--- src/shared/oms_pkg.sv ---
// Constants and types for the start-up operating mode selector
package oms_pkg;
  // ****************************************
  // Register map (byte addresses)
  // ****************************************
  localparam logic [3:0] OMS_CTRL_OFS = 4'h0;  // Control
  localparam logic [3:0] OMS_CFG_OFS  = 4'h4;  // Stored mode word
  localparam logic [3:0] OMS_STAT_OFS = 4'h8;  // Status, read only
  // Control fields
  localparam int OMS_SRC_LSB  = 0;  // Mode source select, 2 bits
  localparam int OMS_GNT_LSB  = 2;  // Grant output control, 2 bits
  localparam int OMS_TRC_BIT  = 4;  // Hit trace control
  localparam int OMS_MUL_LSB  = 5;  // Multiplier factor, 2 bits
  localparam int OMS_INIT_BIT = 8;  // Write one to re-initiate
  // Status fields
  localparam int OMS_PIN_LSB  = 0;  // Live mode pins
  localparam int OMS_ACT_LSB  = 8;  // Active mode word
  localparam int OMS_REF_BIT  = 16; // Master start refused
  localparam int OMS_BAD_BIT  = 17; // Reserved encoding seen
  localparam int OMS_RUN_BIT  = 18; // Pod running
  // ****************************************
  // Encodings
  // ****************************************
  typedef enum logic [1:0] {
    OMS_SRC_CFG  = 2'b00,
    OMS_SRC_USER = 2'b01,
    OMS_SRC_MIX  = 2'b10
  } oms_src_t;
  typedef enum logic [1:0] {
    OMS_GNT_EN  = 2'b00,
    OMS_GNT_RUN = 2'b01,
    OMS_GNT_DIS = 2'b10
  } oms_gnt_t;
  typedef enum logic [1:0] {
    OMS_ST_SETTLE = 2'b00,
    OMS_ST_LOAD   = 2'b01,
    OMS_ST_RUN    = 2'b10
  } oms_state_t;
  localparam logic [2:0] OMS_CLK_M0 = 3'h0;
  localparam logic [2:0] OMS_CLK_M1 = 3'h1;
  localparam logic [2:0] OMS_CLK_M2 = 3'h2;
  localparam logic [2:0] OMS_CLK_M3 = 3'h3;
  localparam logic [2:0] OMS_CLK_M4 = 3'h4;
  localparam logic [2:0] OMS_CLK_M5 = 3'h5;
  localparam logic [2:0] OMS_CLK_M6 = 3'h6;
  localparam logic [1:0] OMS_WID_RSV = 2'h3;  // Unused width code
  localparam logic [5:0] OMS_ALL_HIGH = 6'h3f;
  // ****************************************
  // Reset values and timing
  // ****************************************
  localparam logic [1:0] OMS_MUL_RST = 2'h0;  // Factor 1
  localparam logic [5:0] OMS_CFG_RST = 6'h00;
  localparam logic       OMS_TRC_RST = 1'b1;  // Hit trace on
  localparam logic [1:0] OMS_SETTLE_CYC = 2'h3; // Sync settle time
  localparam logic [1:0] OMS_RESP_OKAY = 2'h0;
  localparam logic [1:0] OMS_RESP_SLVERR = 2'h2;
endpackage

--- src/hw/oms_mode_select.sv ---
// Start-up operating mode selector with AXI4-Lite control registers
// Functional notes
// - Mode 0: oscillator in, PLL A, drive PLL input
// - Mode 1: as mode 0, ninety degree shift
// - Mode 2: PLL B multiply, drive internal clock
// - Mode 3: PLL B multiply, clock pin undriven
// - Mode 4: clock pin in, PLL A in phase
// - Mode 5: clock pin in, PLL A shifted
// - Mode 6: run from clock pin, PLL A off
// - Bit five role; refuse master if pin high
// - Configuration source takes all six stored bits
// - User source takes all six mode pins
// - Mixed source: pin five role, rest stored
// - Configuration source ignores all-high mode pins
// - Source select defaults to configuration
// - Slave runs only with master's bus grant
// - Grant enabled: drive idle and executing
// - Grant middle: drive only while executing
// - Grant disabled: never drive
// - Trace control gates recording of hit cycles
// - Probe break stops both pods together
// - Mode pins readable without side effects
//
// The placing of the registers and the AXI4-Lite slave port were chosen for this implementation.
`timescale 1ns/10ps
module oms_mode_select
  import oms_pkg::*;
#(
  parameter int ADDR_W = 4
) (
  // Clock, reset, enable
  input  wire logic              i_clock,
  input  wire logic              i_rst,
  input  wire logic              i_clk_en,
  // AXI4-Lite write channels
  input  wire logic [ADDR_W-1:0] i_s_axi_awaddr,
  input  wire logic [2:0]        i_s_axi_awprot,
  input  wire logic              i_s_axi_awvalid,
  output logic                   o_s_axi_awready,
  input  wire logic [31:0]       i_s_axi_wdata,
  input  wire logic [3:0]        i_s_axi_wstrb,
  input  wire logic              i_s_axi_wvalid,
  output logic                   o_s_axi_wready,
  output logic [1:0]             o_s_axi_bresp,
  output logic                   o_s_axi_bvalid,
  input  wire logic              i_s_axi_bready,
  // AXI4-Lite read channels
  input  wire logic [ADDR_W-1:0] i_s_axi_araddr,
  input  wire logic [2:0]        i_s_axi_arprot,
  input  wire logic              i_s_axi_arvalid,
  output logic                   o_s_axi_arready,
  output logic [31:0]            o_s_axi_rdata,
  output logic [1:0]             o_s_axi_rresp,
  output logic                   o_s_axi_rvalid,
  input  wire logic              i_s_axi_rready,
  // Pins from user board and partner pod
  input  wire logic [5:0]        i_mode_pins,
  input  wire logic              i_probe_break,
  input  wire logic              i_grant_in,
  // Pod state, same clock
  input  wire logic              i_prog_run,
  input  wire logic              i_core_grant,
  input  wire logic              i_bus_cycle,
  input  wire logic              i_cache_hit,
  // Clock generation controls
  output logic                   o_use_clock_io,
  output logic                   o_phase_lock_a_en,
  output logic                   o_phase_lock_a_shift,
  output logic                   o_multiplier_lock_b_en,
  output logic [1:0]             o_multiplier_lock_b_factor,
  output logic                   o_clock_io_pin_oe,
  output logic                   o_clock_io_sel_pll_in,
  // Configuration results
  output logic [1:0]             o_chip_area_zero_width,
  output logic                   o_role_sel,
  output logic                   o_start_refused,
  output logic                   o_mode_bad,
  output logic                   o_run_enable,
  // Grant, trace, break
  output logic                   o_bus_grant_out,
  output logic                   o_trace_record,
  output logic                   o_break_master,
  output logic                   o_break_slave
);

  // Address must reach the status word
  if (ADDR_W < 4) begin : g_chk
    $error("ADDR_W must be at least 4");
  end

  // ****************************************
  // Pin synchronisers
  // ****************************************
  logic [7:0] pin_meta_r;  // First stage, read by second only
  logic [7:0] pin_sync_r;  // Second stage

  // Two flops on every asynchronous pin
  always_ff @(posedge i_clock or posedge i_rst) begin
    if (i_rst) begin
      pin_meta_r <= 8'h00;
      pin_sync_r <= 8'h00;
    end else if (i_clk_en) begin
      pin_meta_r <= {i_grant_in, i_probe_break, i_mode_pins};
      pin_sync_r <= pin_meta_r;
    end
  end

  wire [5:0] pins_s     = pin_sync_r[5:0];
  wire       probe_s    = pin_sync_r[6];
  wire       grant_in_s = pin_sync_r[7];

  // ****************************************
  // Registers and state
  // ****************************************
  oms_src_t   src_r;      // mode_source_sel
  oms_gnt_t   gnt_r;      // grant_output_ctrl
  logic       trc_r;      // hit_trace_ctrl
  logic [1:0] mul_r;      // Multiplier factor select
  logic [5:0] cfg_r;      // Stored mode word
  logic [5:0] mode_r;     // Active mode word
  logic       refused_r;
  logic       bad_r;
  logic       run_r;
  logic       grant_r;
  logic       trace_r;
  logic       brk_r;
  oms_state_t state_r;
  logic [1:0] settle_r;   // Settle counter
  logic [6:0] clk_r;      // Registered clock controls

  // ****************************************
  // AXI4-Lite write path
  // ****************************************
  logic              aw_hold_r;
  logic [ADDR_W-1:0] awaddr_r;
  logic              w_hold_r;
  logic [31:0]       wdata_r;
  logic [3:0]        wstrb_r;
  logic              bvalid_r;
  logic [1:0]        bresp_r;

  // Readies drop while frozen so nothing is taken then
  assign o_s_axi_awready = i_clk_en & ~aw_hold_r & ~bvalid_r;
  assign o_s_axi_wready  = i_clk_en & ~w_hold_r & ~bvalid_r;
  wire aw_fire = i_s_axi_awvalid & o_s_axi_awready;
  wire w_fire  = i_s_axi_wvalid & o_s_axi_wready;
  wire aw_have = aw_hold_r | aw_fire;
  wire w_have  = w_hold_r | w_fire;
  wire wr_do   = i_clk_en & aw_have & w_have & ~bvalid_r;
  wire [ADDR_W-1:0] wa  = aw_hold_r ? awaddr_r : i_s_axi_awaddr;
  wire [31:0]       wd  = w_hold_r ? wdata_r : i_s_axi_wdata;
  wire [3:0]        ws  = w_hold_r ? wstrb_r : i_s_axi_wstrb;
  wire [ADDR_W-1:0] waw = {wa[ADDR_W-1:2], 2'b00};
  wire wsel_ctrl = waw == ADDR_W'(OMS_CTRL_OFS);
  wire wsel_cfg  = waw == ADDR_W'(OMS_CFG_OFS);
  wire wsel_stat = waw == ADDR_W'(OMS_STAT_OFS);
  wire wr_ctrl0  = wr_do & wsel_ctrl & ws[0];
  wire wr_init   = wr_do & wsel_ctrl & ws[1] & wd[OMS_INIT_BIT];
  wire wr_cfg    = wr_do & wsel_cfg & ws[0];
  wire wr_ok     = wsel_ctrl | wsel_cfg | wsel_stat;

  // Hold whichever half arrives first, answer after both
  always_ff @(posedge i_clock or posedge i_rst) begin
    if (i_rst) begin
      aw_hold_r <= 1'b0;
      awaddr_r  <= '0;
      w_hold_r  <= 1'b0;
      wdata_r   <= 32'h0;
      wstrb_r   <= 4'h0;
      bvalid_r  <= 1'b0;
      bresp_r   <= OMS_RESP_OKAY;
    end else if (i_clk_en) begin
      if (wr_do) begin
        aw_hold_r <= 1'b0;
        w_hold_r  <= 1'b0;
        bvalid_r  <= 1'b1;
        bresp_r   <= wr_ok ? OMS_RESP_OKAY : OMS_RESP_SLVERR;
      end else begin
        if (aw_fire) begin
          aw_hold_r <= 1'b1;
          awaddr_r  <= i_s_axi_awaddr;
        end
        if (w_fire) begin
          w_hold_r <= 1'b1;
          wdata_r  <= i_s_axi_wdata;
          wstrb_r  <= i_s_axi_wstrb;
        end
        if (bvalid_r && i_s_axi_bready) begin
          bvalid_r <= 1'b0;
        end
      end
    end
  end

  assign o_s_axi_bvalid = bvalid_r;
  assign o_s_axi_bresp  = bresp_r;

  // ****************************************
  // AXI4-Lite read path
  // ****************************************
  logic        rvalid_r;
  logic [31:0] rdata_r;
  logic [1:0]  rresp_r;

  assign o_s_axi_arready = i_clk_en & ~rvalid_r;
  wire ar_fire = i_s_axi_arvalid & o_s_axi_arready;
  wire [ADDR_W-1:0] raw = {i_s_axi_araddr[ADDR_W-1:2], 2'b00};
  wire rsel_ctrl = raw == ADDR_W'(OMS_CTRL_OFS);
  wire rsel_cfg  = raw == ADDR_W'(OMS_CFG_OFS);
  wire rsel_stat = raw == ADDR_W'(OMS_STAT_OFS);
  wire [31:0] ctrl_rd = 32'({mul_r, trc_r, gnt_r, src_r});
  wire [31:0] stat_rd = (32'(pins_s) << OMS_PIN_LSB)
                      | (32'(mode_r) << OMS_ACT_LSB)
                      | (32'(refused_r) << OMS_REF_BIT)
                      | (32'(bad_r) << OMS_BAD_BIT)
                      | (32'(run_r) << OMS_RUN_BIT);
  // Status read is pure: pins shown, clock mode untouched
  wire [31:0] rd_mux = rsel_ctrl ? ctrl_rd
                     : rsel_cfg  ? 32'(cfg_r)
                     : rsel_stat ? stat_rd : 32'h0;
  wire rd_ok = rsel_ctrl | rsel_cfg | rsel_stat;

  // One read in flight; data held until taken
  always_ff @(posedge i_clock or posedge i_rst) begin
    if (i_rst) begin
      rvalid_r <= 1'b0;
      rdata_r  <= 32'h0;
      rresp_r  <= OMS_RESP_OKAY;
    end else if (i_clk_en) begin
      if (ar_fire) begin
        rvalid_r <= 1'b1;
        rdata_r  <= rd_mux;
        rresp_r  <= rd_ok ? OMS_RESP_OKAY : OMS_RESP_SLVERR;
      end else if (rvalid_r && i_s_axi_rready) begin
        rvalid_r <= 1'b0;
      end
    end
  end

  assign o_s_axi_rvalid = rvalid_r;
  assign o_s_axi_rdata  = rdata_r;
  assign o_s_axi_rresp  = rresp_r;

  // ****************************************
  // Control registers
  // ****************************************
  // Delivered state: configuration source, grant on
  always_ff @(posedge i_clock or posedge i_rst) begin
    if (i_rst) begin
      src_r <= OMS_SRC_CFG;
      gnt_r <= OMS_GNT_EN;
      trc_r <= OMS_TRC_RST;
      mul_r <= OMS_MUL_RST;
      cfg_r <= OMS_CFG_RST;
    end else if (i_clk_en) begin
      if (wr_ctrl0) begin
        src_r <= oms_src_t'(wd[OMS_SRC_LSB +: 2]);
        gnt_r <= oms_gnt_t'(wd[OMS_GNT_LSB +: 2]);
        trc_r <= wd[OMS_TRC_BIT];
        mul_r <= wd[OMS_MUL_LSB +: 2];
      end
      if (wr_cfg) begin
        cfg_r <= wd[5:0];
      end
    end
  end

  // ****************************************
  // Mode word selection
  // ****************************************
  wire pins_all_hi = pins_s == OMS_ALL_HIGH;
  // Mixed: role from pin, the rest stored
  wire [5:0] mix_word = {pins_s[5], cfg_r[4:0]};
  wire [5:0] sel_word = (src_r == OMS_SRC_USER) ? pins_s
                      : (src_r == OMS_SRC_MIX)  ? mix_word
                      : cfg_r;
  // Stored master clashes with a slave pin unless all high
  wire refuse_nxt = (src_r == OMS_SRC_CFG) & ~pins_all_hi
                  & pins_s[5] & ~sel_word[5];
  wire [2:0] clk_mode = sel_word[2:0];
  wire [1:0] width_sel = sel_word[4:3];
  wire load = i_clk_en & (state_r == OMS_ST_LOAD);

  // Clock decode: {use_io, a_en, a_shift, b_en, oe, pll_in, bad}
  logic [6:0] clk_nxt;
  always_comb begin
    case (clk_mode)
      OMS_CLK_M0: clk_nxt = 7'b0100110;
      OMS_CLK_M1: clk_nxt = 7'b0110110;
      OMS_CLK_M2: clk_nxt = 7'b0001100;
      OMS_CLK_M3: clk_nxt = 7'b0001000;
      OMS_CLK_M4: clk_nxt = 7'b1100000;
      OMS_CLK_M5: clk_nxt = 7'b1110000;
      OMS_CLK_M6: clk_nxt = 7'b1000000;
      default:    clk_nxt = 7'b0000001; // Reserved: all off
    endcase
  end

  // ****************************************
  // Initiation sequence
  // ****************************************
  // Wait for pin synchronisers, sample once, then hold
  always_ff @(posedge i_clock or posedge i_rst) begin
    if (i_rst) begin
      state_r   <= OMS_ST_SETTLE;
      settle_r  <= 2'h0;
      mode_r    <= 6'h00;
      clk_r     <= 7'h00;
      refused_r <= 1'b0;
      bad_r     <= 1'b0;
    end else if (i_clk_en) begin
      case (state_r)
        OMS_ST_SETTLE: begin
          settle_r <= settle_r + 2'h1;
          if (settle_r == OMS_SETTLE_CYC - 2'h1) begin
            state_r <= OMS_ST_LOAD;
          end
        end
        OMS_ST_LOAD: begin
          mode_r    <= sel_word;
          clk_r     <= clk_nxt;
          refused_r <= refuse_nxt;
          bad_r     <= clk_nxt[0] | (width_sel == OMS_WID_RSV);
          state_r   <= OMS_ST_RUN;
        end
        OMS_ST_RUN: begin
          // Only a fresh initiation replaces the word
          if (wr_init) begin
            settle_r <= 2'h0;
            state_r  <= OMS_ST_SETTLE;
          end
        end
        default: state_r <= OMS_ST_SETTLE;
      endcase
    end
  end

  assign o_use_clock_io             = clk_r[6];
  assign o_phase_lock_a_en          = clk_r[5];
  assign o_phase_lock_a_shift       = clk_r[4];
  assign o_multiplier_lock_b_en     = clk_r[3];
  assign o_clock_io_pin_oe          = clk_r[2];
  assign o_clock_io_sel_pll_in      = clk_r[1];
  assign o_multiplier_lock_b_factor = mul_r;
  assign o_chip_area_zero_width     = mode_r[4:3];
  assign o_role_sel                 = mode_r[5];
  assign o_start_refused            = refused_r;
  assign o_mode_bad                 = bad_r;

  // ****************************************
  // Run, grant, trace and break
  // ****************************************
  wire running  = state_r == OMS_ST_RUN;
  // Slave waits on the partner's grant; master on no refusal
  wire run_nxt  = running & (mode_r[5] ? grant_in_s : ~refused_r);
  // Grant mode: always, executing only, or never
  wire gnt_mode = (gnt_r == OMS_GNT_EN)
                | ((gnt_r == OMS_GNT_RUN) & i_prog_run);
  wire gnt_nxt  = run_nxt & ~mode_r[5] & i_core_grant & gnt_mode;
  // Hit cycles go to the bus only with trace enabled
  wire trc_nxt  = i_bus_cycle & (~i_cache_hit | trc_r);

  // Registered so partner pins see clean levels
  always_ff @(posedge i_clock or posedge i_rst) begin
    if (i_rst) begin
      run_r   <= 1'b0;
      grant_r <= 1'b0;
      trace_r <= 1'b0;
      brk_r   <= 1'b0;
    end else if (i_clk_en) begin
      run_r   <= run_nxt;
      grant_r <= gnt_nxt;
      trace_r <= trc_nxt;
      brk_r   <= probe_s;
    end
  end

  assign o_run_enable    = run_r;
  assign o_bus_grant_out = grant_r;
  assign o_trace_record  = trace_r;
  assign o_break_master  = brk_r;
  assign o_break_slave   = brk_r;
endmodule

--- config.mk ---
export PLATFORM = sky130hd
export DESIGN_NAME = oms_mode_select
export DESIGN_NICKNAME = d
export VERILOG_FILES = /design/src/shared/oms_pkg.sv /design/src/hw/oms_mode_select.sv
export SDC_FILE = /design/constraint.sdc
export NUM_CORES = 1
export LEC_CHECK = 0
export BUFFER_PORTS_ARGS = -buffer_cell sky130_fd_sc_hd__buf_2
export CORE_ASPECT_RATIO = 0.9
export CORE_MARGIN = 1.5
export CORE_UTILIZATION = 25
export DETAILED_ROUTE_END_ITERATION = 8
export PLACE_DENSITY = 0.55
export SYNTH_ARGS = -nofsm -noshare
export SYNTH_HDL_FRONTEND = slang
export SYNTH_SLANG_ARGS = --single-unit
--- constraint.sdc ---
create_clock -name i_clock -period 2.6 [get_ports i_clock]
set_clock_uncertainty 0.05 [all_clocks]
set_input_delay 0 -clock i_clock [delete_from_list [all_inputs] [get_ports i_clock]]
set_output_delay 0 -clock i_clock [all_outputs]
set_load 0.02 [all_outputs]
==> run summary, run 1 <==
TritonCTS created 9 clock buffers. Clock-pin slew was measured on the worst setup and hold paths at 0.06 ns. The routed design could run at a clock period as short as 1.95 ns. The signal on the critical path passes through nor3b_2, o21ai_2, nor3_4, mux2_4.

Setup repair after global routing left no endpoint under its margin. The most critical setup path has its startpoint at aw_hold_r$_DFFE_PP0P_. The logs give 514 MHz for the highest clock frequency the design can meet and 2 for the maximum buffer depth of the clock tree. The number of max-cap violations came out at 0. Setup violations remaining at the end of the flow were counted as 0. For the initial standard-cell utilization of the core, the log shows 25.7%. Summed over all failing endpoints, the final setup total negative slack is 0 ns.

Number of distinct library cells after synthesis: 39. The total global routing track utilization was 11.3%. The flow ran to the end, and the final reports show no timing, DRC or antenna violations. The tools report the final net count as 530. Kind of capture point of the worst setup path: a register. For this run, design rule violations remaining after detail routing come to 0. The total core area is 0.0155 mm2. The Yosys step of the flow raised 0 warnings. The mean instance size in the synthesized netlist came out at 11.1 um2.

Using the TritonRoute via totals, the vias-per-cell ratio works out to 4.21. By area the synthesized netlist is led by sky130_fd_sc_hd__dfrtp_1 53%, sky130_fd_sc_hd__mux2_2 11%, sky130_fd_sc_hd__nand2_1 5.9%, sky130_fd_sc_hd__mux2_4 4.9%, sky130_fd_sc_hd__buf_4 4.1%. Of the post-synthesis cell area, the dominant cell type holds 52.8%. The global-route congestion overflow total is 0. Netlist area before placement: 0.00398 mm2. The library cell used most frequently in the layout, excluding fill and tap cells, is sky130_fd_sc_hd__dfrtp_1. The depth of the most critical reg-to-reg path is 4, and the number of nets with antenna violations after routing is 0. The capturing point of the worst reg2reg path was src_r[0]$_DFFE_PP0P_. The worst setup margin was 0.654 ns.

Row generation in the floorplan step produced 43 rows. The share of async-settable or async-resettable flops after synthesis was 100%. The mean routed wirelength per cell was 13.4 um; the number of global-route vias before repair was 2,613.

The start-to-end type of the worst setup path is register to register. The filler-free cell count of the finished design was 666; the leakage power figure was 2.43 nW. Number of inserted filler cells in the final layout: 1,578. The half-perimeter wire length after detailed placement was 6680 um; the measured slew at the worst slew-check pin was 0.844 ns.

Die outline width: 136 um. The cell count after synthesis came out at 359. The tools report the maximum number of pins on one net before global-route repair as 48. The logs give 8920 um for the detailed-route wire length and 85 for the clock sink count. The biggest area contributor in the post-synthesis netlist is sky130_fd_sc_hd__dfrtp_1.

TritonCTS built the clock tree. The latest clock arrival within the worst-skew pair is 0.34 ns, and the count of pins on the block boundary is 129. The pre-antenna-repair detailed-routing pass consisted of 4 iterations.

Instance count after placement with tap cells included: 620. On the worst path, the slowest cell contributes a delay of 0.56 ns. Leaving out fill and tap cells, the most frequent cells in the layout are 84 x sky130_fd_sc_hd__dfrtp_1, 74 x sky130_fd_sc_hd__buf_2, 63 x sky130_fd_sc_hd__nand2_1. The worst setup path is launched from a register. The slowest stage of the critical path belongs to the cell sky130_fd_sc_hd__dfrtp_1.

The final clock period utilization by the worst path was 74.8%. In this run the critical register-to-register path is launched from aw_hold_r$_DFFE_PP0P_. The number of register bits inferred by synthesis works out to 85. Initial antenna violation count: 0. The final-report max-slew violation count is 0, and the depth of the CTS H-tree is 3.

STA puts the critical path data required time at 2.78 ns. The detailed router finished its first iteration with 105 violations. Following the worst setup path forward leads to its endpoint at src_r[0]$_DFFE_PP0P_. The worst hold path belongs to the class input pin to register. The setup check on the worst reg-to-reg path leaves a slack of 0.65 ns. For this run, the leading register cell type out of synthesis is sky130_fd_sc_hd__dfrtp_1. The floorplan step set the die height to 123 um. The final count of hold timing violations is 0. Measured against its own limit, the worst slew margin works out to 43.7%. STA puts the critical path data arrival time at 2.12 ns. Counting flops with a built-in enable in the synthesized netlist gives 0.

Dividing total power by cell area gives a power density of 1010 mW/mm2. Buffers placed on the I/O ports in this run total 74. Along the worst path, the maximum fanout reaches 11. The maximum resistive drop on vdd was 423 uV.

0 antenna diodes ended up in the layout. The final weighted congestion of routability-driven global placement was 0.757. The share of cells above drive strength 1 is 33.2%, and the pre-CTS worst setup slack is 0.640 ns.

Compared with the post-synthesis result, the final layout area differs by 28.9%. The sequential area share after synthesis was 53.5%. The floorplan step defined a die boundary enclosing 0.0167 mm2.

The tools report the total vias in the final route as 2,806. The global-route wire length before repair was 14,000 um. In this run the clock root is driven by a sky130_fd_sc_hd__clkbuf_16.
[registers in the layout (all words and copies together) (netlist names), 2 cells and up]
register / cells
gnt_r: 2
wstrb_r: 2
wdata_r: 8
o_s_axi_rdata: 16
settle_r: 2
awaddr_r: 2
clk_r: 6
pin_sync_r: 8
src_r: 2
mode_r: 6
cfg_r: 6
o_multiplier_lock_b_factor: 2
state_r: 2
pin_meta_r: 8
[critical path: cells and delay by family (launching register included)]
family	cells	cell delay, ns
and+or+nand+nor	2	0.76
DFF	1	0.56
muxes	1	0.34
AOI/OAI and AO/OA	1	0.10
[layout make-up]
class / count / area (um2) / share of cell area [%]
clock buffer: 10 / 229 / 4.46
timing repair buffer: 109 / 721 / 14.1
multi-input combinational: 245 / 1650 / 32.2
inverter: 9 / 35.0 / 0.683
clock inverter: 6 / 111 / 2.17
tap: 202 / 253 / 4.93
sequential: 85 / 2130 / 41.5
[Yosys cell counts, drive strengths merged (2+ instances only)]
cell and number:
a21oi 10, buf 26, clkbuf 11, dfrtp 84, inv 9, mux2 52
mux2i 13, nand2 63, nand2b 4, nand3 5, nand3b 2, nor2 16
nor2b 4, nor3 4, o21ai 34, o22ai 2, o31ai 4
[metrics by stage]
step / cell area, um2 / utilization [%] / hold WS (ns) / power [W]
2_1_floorplan: 4040 / - / 0.0959 / 0.00324
3_3_place_gp: 4490 / 29.0 / 0.126 / 0.00365
3_5_place_dp: 4490 / 29.0 / 0.134 / 0.00372
4_1_cts: 5130 / 33.1 / 0.00104 / 0.00526
5_1_grt: 5130 / 33.1 / 0.0315 / 0.00550
6_report: 5130 / 33.1 / 0.0135 / 0.00518
[where the power goes]
group | switching, W | total [W] | leakage, nW | internal (W)
registers | 0.000364 | 0.00212 | 1.08 | 0.00176
clock network | 0.000523 | 0.00146 | 0.163 | 0.000938
logic | 0.000866 | 0.00160 | 1.20 | 0.000732
total | 0.00175 | 0.00518 | 2.43 | 0.00343
[per-layer routing]
metal	up-vias	wire length, um	track usage (%)
met5	-	0	0
li1	1387	-	-
met1	1339	4300	14.9
met2	71	3940	16.9
met4	0	143	4.59
met3	9	524	3.92
[cells by family after synthesis]
logic type	after synthesis	share of synthesized area, %
compound gates	56	8.33
xor+xnor	1	0.220
fa+ha+maj	1	0.314
buf+inv	46	6.63
flops	85	53.5
mux	65	19.2
other cells	1	0.0942
simple gates	104	11.7
[worst min-delay path by stage]
stage / to / from / cells after the start
floorplan: o_bus_grant_out$_DFFE_PP0P_ / i_core_grant / 2
global placement: o_s_axi_rvalid$_DFFE_PP0P_ / i_rst / 2
detailed placement: o_s_axi_rvalid$_DFFE_PP0P_ / i_rst / 2
CTS: o_s_axi_rresp[1]$_DFFE_PP0P_ / i_s_axi_araddr[3] / 3
global route: o_s_axi_rresp[1]$_DFFE_PP0P_ / i_s_axi_araddr[3] / 3
finish: o_s_axi_rresp[1]$_DFFE_PP0P_ / i_s_axi_araddr[3] / 3
[repair_timing]
item                      4_1_cts  5_1_grt
hold endpoints to repair       78        0
gates resized for setup         0        0
hold buffers                   30        0
setup buffers                   0        0
No activity file was read; power rests on OpenSTA's default activity.
==> inputs of run 2 (changes only) <==
Clock period 2.6 ns to 1.8 ns, I/O delays scaled along.
==> run 2 against run 1 <==
Against the previous run: worst hold slack gained 0.0048 ns; die area did not move; power is 40% higher; largest power group unchanged; highest routed layer unchanged.
==> run summary, run 2 (synthesis gave the netlist of run 1 again) <==
The run finished with clean final reports. The final clock period utilization by the worst path came out at 95.9% (+21 points). Power per cell area: 1400 mW/mm2 (+39%).

The endpoint required time on the critical path is 1.98 ns (-0.80 ns), and the shortest period the worst path allows is 1.73 ns (-0.219 ns). The leakage power figure was 2.47 nW (+1.3%). The tightest slew margin relative to the limit came out at 63.5% (+20 points). The endpoint of the worst hold-timing path was o_s_axi_rresp[1]$_DFFE_PP0P_. For the final weighted congestion of routability-driven global placement, the log shows 0.763 (+0.78%). The tools report the total vias in the final route as 2,901 (+3.4%). The cell at the root of the clock tree is sky130_fd_sc_hd__clkbuf_16. The initial standard-cell utilization of the core was 25.7% (unchanged); the maximum resistive drop on vdd was 621 uV (+47%). The library cells used most frequently in the layout, excluding fill and tap cells, are 83 x sky130_fd_sc_hd__dfrtp_1, 74 x sky130_fd_sc_hd__buf_2, 63 x sky130_fd_sc_hd__nand2_1. The worst register-to-register path begins at o_s_axi_bvalid$_DFFE_PP0P_. The final-report max-slew violation count is 0 (unchanged).

The worst-path maximum fanout is 7 (-4). STA classifies the critical path startpoint as a register. Vias per cell: 4.29 (+1.9%). The tools report the first-pass iteration count of the detailed router as 4 (unchanged).

Placement row count: 43 (unchanged). The measured slew at the worst slew-check pin is 0.546 ns (-0.298 ns). For the CTS buffer count, the log shows 9 (unchanged). Relative to the synthesized area, the layout overhead comes to 30.7%. The detailed-route wire length was 9280 um (+4.0%); the maximum single-stage delay on the critical path was 0.40 ns (-0.16 ns). The initial DRC count is 135 (+29%). The global-route congestion overflow total was 0 (unchanged).

Count of input and output buffers: 74 (unchanged). For the die outline area, the log shows 0.0167 mm2 (unchanged). The maximum buffer depth of the clock tree came out at 2 (unchanged). On the critical path, the stage with the largest delay is an instance of sky130_fd_sc_hd__dfrtp_2. The depth of the most critical reg-to-reg path works out to 6 (+2). The die boundary height was 123 um (unchanged). In this run the critical register-to-register path is captured at src_r[0]$_DFFE_PP0P_. The pre-CTS worst setup slack was 0.0498 ns (-0.590 ns); the worst hold path depth was 3 (unchanged). The run gives 0 (unchanged) as the initial antenna violation count. The run gives 0.0733 ns (-0.581 ns) as the worst setup margin.

For the highest clock frequency the design can meet, the log shows 579 MHz (+13%). The critical path goes through and2b_2, o221ai_4, buf_4, nor3_4, buf_12, mux2_4. The critical path data arrival time was 1.91 ns (-0.21 ns). Setup repair after global routing left no endpoint under its margin. For the setup violation total in the final timing report, the log shows 0 (unchanged).

The latest clock arrival within the worst-skew pair was 0.35 ns (about the same). The flop-to-flop setup slack was 0.07 ns (-0.58 ns); the final core utilization was 33.6% (+0.46 points). The library cell used most frequently in the layout, excluding fill and tap cells, is sky130_fd_sc_hd__dfrtp_1. The clock sink count came out at 85 (unchanged). The count of pins on the block boundary was 129 (unchanged).

Clock-pin transition on the worst setup and hold timing paths: 0.06 ns (about the same). The die outline width is 136 um (unchanged). The tools report the half-perimeter wire length after detailed placement as 6860 um (+2.8%). The area taken by flip-flops and latches was 0.00213 mm2 (about the same). The number of inserted filler cells in the final layout came out at 1,591 (+0.82%). The total global routing track utilization came out at 12.0% (+0.65 points). The global-route wire length before repair was 15,200 um (+8.4%); the total negative slack for setup checks was 0 ns (unchanged).

For the DRC violation count after routing, the log shows 0 (unchanged). The number of antenna repair diodes came out at 0 (unchanged). STA classifies the critical path endpoint as a register. The number of global-route vias before repair is 2,922 (+12%). The beginning of the worst hold path is i_s_axi_araddr[3]. The share of cells above drive strength 1 came out at 35.2% (+2.0 points). Mean routed wirelength per cell: 13.7 um (+2.5%). The depth of the CTS H-tree was 3 (unchanged); the area used by multi-input combinational logic was 0.00167 mm2 (+0.91%). The total core area was 0.0155 mm2 (unchanged); the final net count was 540 (+1.9%).

The start-to-end type of the worst setup path is register to register. The flip-flop count of the largest register, all copies and words added works out to 16 (unchanged). TritonCTS built the clock tree. The number of nets with antenna violations after routing is 0 (unchanged), and the number of max-cap violations is 0 (unchanged). The tools report the final count of hold timing violations as 0 (unchanged).

Maximum number of pins on one net before global-route repair: 36 (-25%). The path category of the worst min-delay check is input pin to register.
## run 2: cell types whose count changed in the layout (fill, tap and decap cells not counted), moves of 2 or more
| cell | before | now |
|---|---|---|
| sky130_fd_sc_hd__bufinv_16 | 3 | 0 |
| sky130_fd_sc_hd__clkbuf_8 | 0 | 2 |
| sky130_fd_sc_hd__buf_4 | 4 | 10 |
| sky130_fd_sc_hd__dlygate4sd3_1 | 30 | 32 |
| sky130_fd_sc_hd__buf_12 | 1 | 3 |
## run 2: worst max path at each step
stage                                    start                                        end  depth (start not counted)
floorplan           o_s_axi_bvalid$_DFFE_PP0P_                       cfg_r[0]$_DFFE_PP0P_                          5
global route        o_s_axi_bvalid$_DFFE_PP0P_  o_multiplier_lock_b_factor[0]$_DFFE_PP0P_                          6
global placement    o_s_axi_bvalid$_DFFE_PP0P_                       cfg_r[0]$_DFFE_PP0P_                          4
detailed placement  o_s_axi_bvalid$_DFFE_PP0P_                       cfg_r[0]$_DFFE_PP0P_                          4
CTS                 o_s_axi_bvalid$_DFFE_PP0P_                       cfg_r[0]$_DFFE_PP0P_                          4
finish              o_s_axi_bvalid$_DFFE_PP0P_                       src_r[0]$_DFFE_PP0P_                          6
## run 2: power breakdown
part           total (W)  switching [W]  internal [W]  leakage (nW)
combinational    0.00244        0.00131       0.00113          1.25
clock            0.00178       0.000772       0.00101         0.141
sequential       0.00305       0.000512       0.00254          1.07
## run 2: final cells by class
| cell class | instances | area share [%] |
|---|---|---|
| clock buffer | 11 | 4.86 |
| inverter | 9 | 0.722 |
| multi-input combinational | 245 | 32.1 |
| timing repair buffer | 119 | 15.9 |
| sequential | 85 | 41.0 |
| clock inverter | 5 | 0.674 |
| tap | 202 | 4.86 |
## run 2: layer usage
layer	vias to the layer above	GRT usage, %	part of all wire, %
met3	12	3.35	4.9
li1	1410	-	-
met4	0	4.39	1.4
met1	1406	16.0	48
met5	-	0	0
met2	73	18.4	45
## run 2: what timing repair did
action                                  CTS  global route
hold buffers                             32             0
setup buffers                             0             0
endpoints found under the setup margin    0             7
gates resized for setup                   0             2
hold endpoints to repair                 51             0
## run 2: worst max-delay path, delay by kind of cell, from the launching register on
family | cells | cell delay [ns]
AO/OA/AOI/OAI | 1 | 0.09
AND/OR/NAND/NOR | 2 | 0.43
multiplexers | 1 | 0.29
flip-flops | 1 | 0.40
buffers and inverters | 2 | 0.34
## run 2: per-stage QoR
stage | power, W | area, um2 | hold WS (ns) | cells
2_1_floorplan | 0.00468 | 4060 | 0.0959 | 376
3_3_place_gp | 0.00536 | 4580 | 0.0177 | 628
3_5_place_dp | 0.00547 | 4580 | 0.0268 | 628
4_1_cts | 0.00736 | 5190 | 0.00114 | 676
5_1_grt | 0.00777 | 5200 | 0.0291 | 676
6_report | 0.00728 | 5200 | 0.0183 | 676
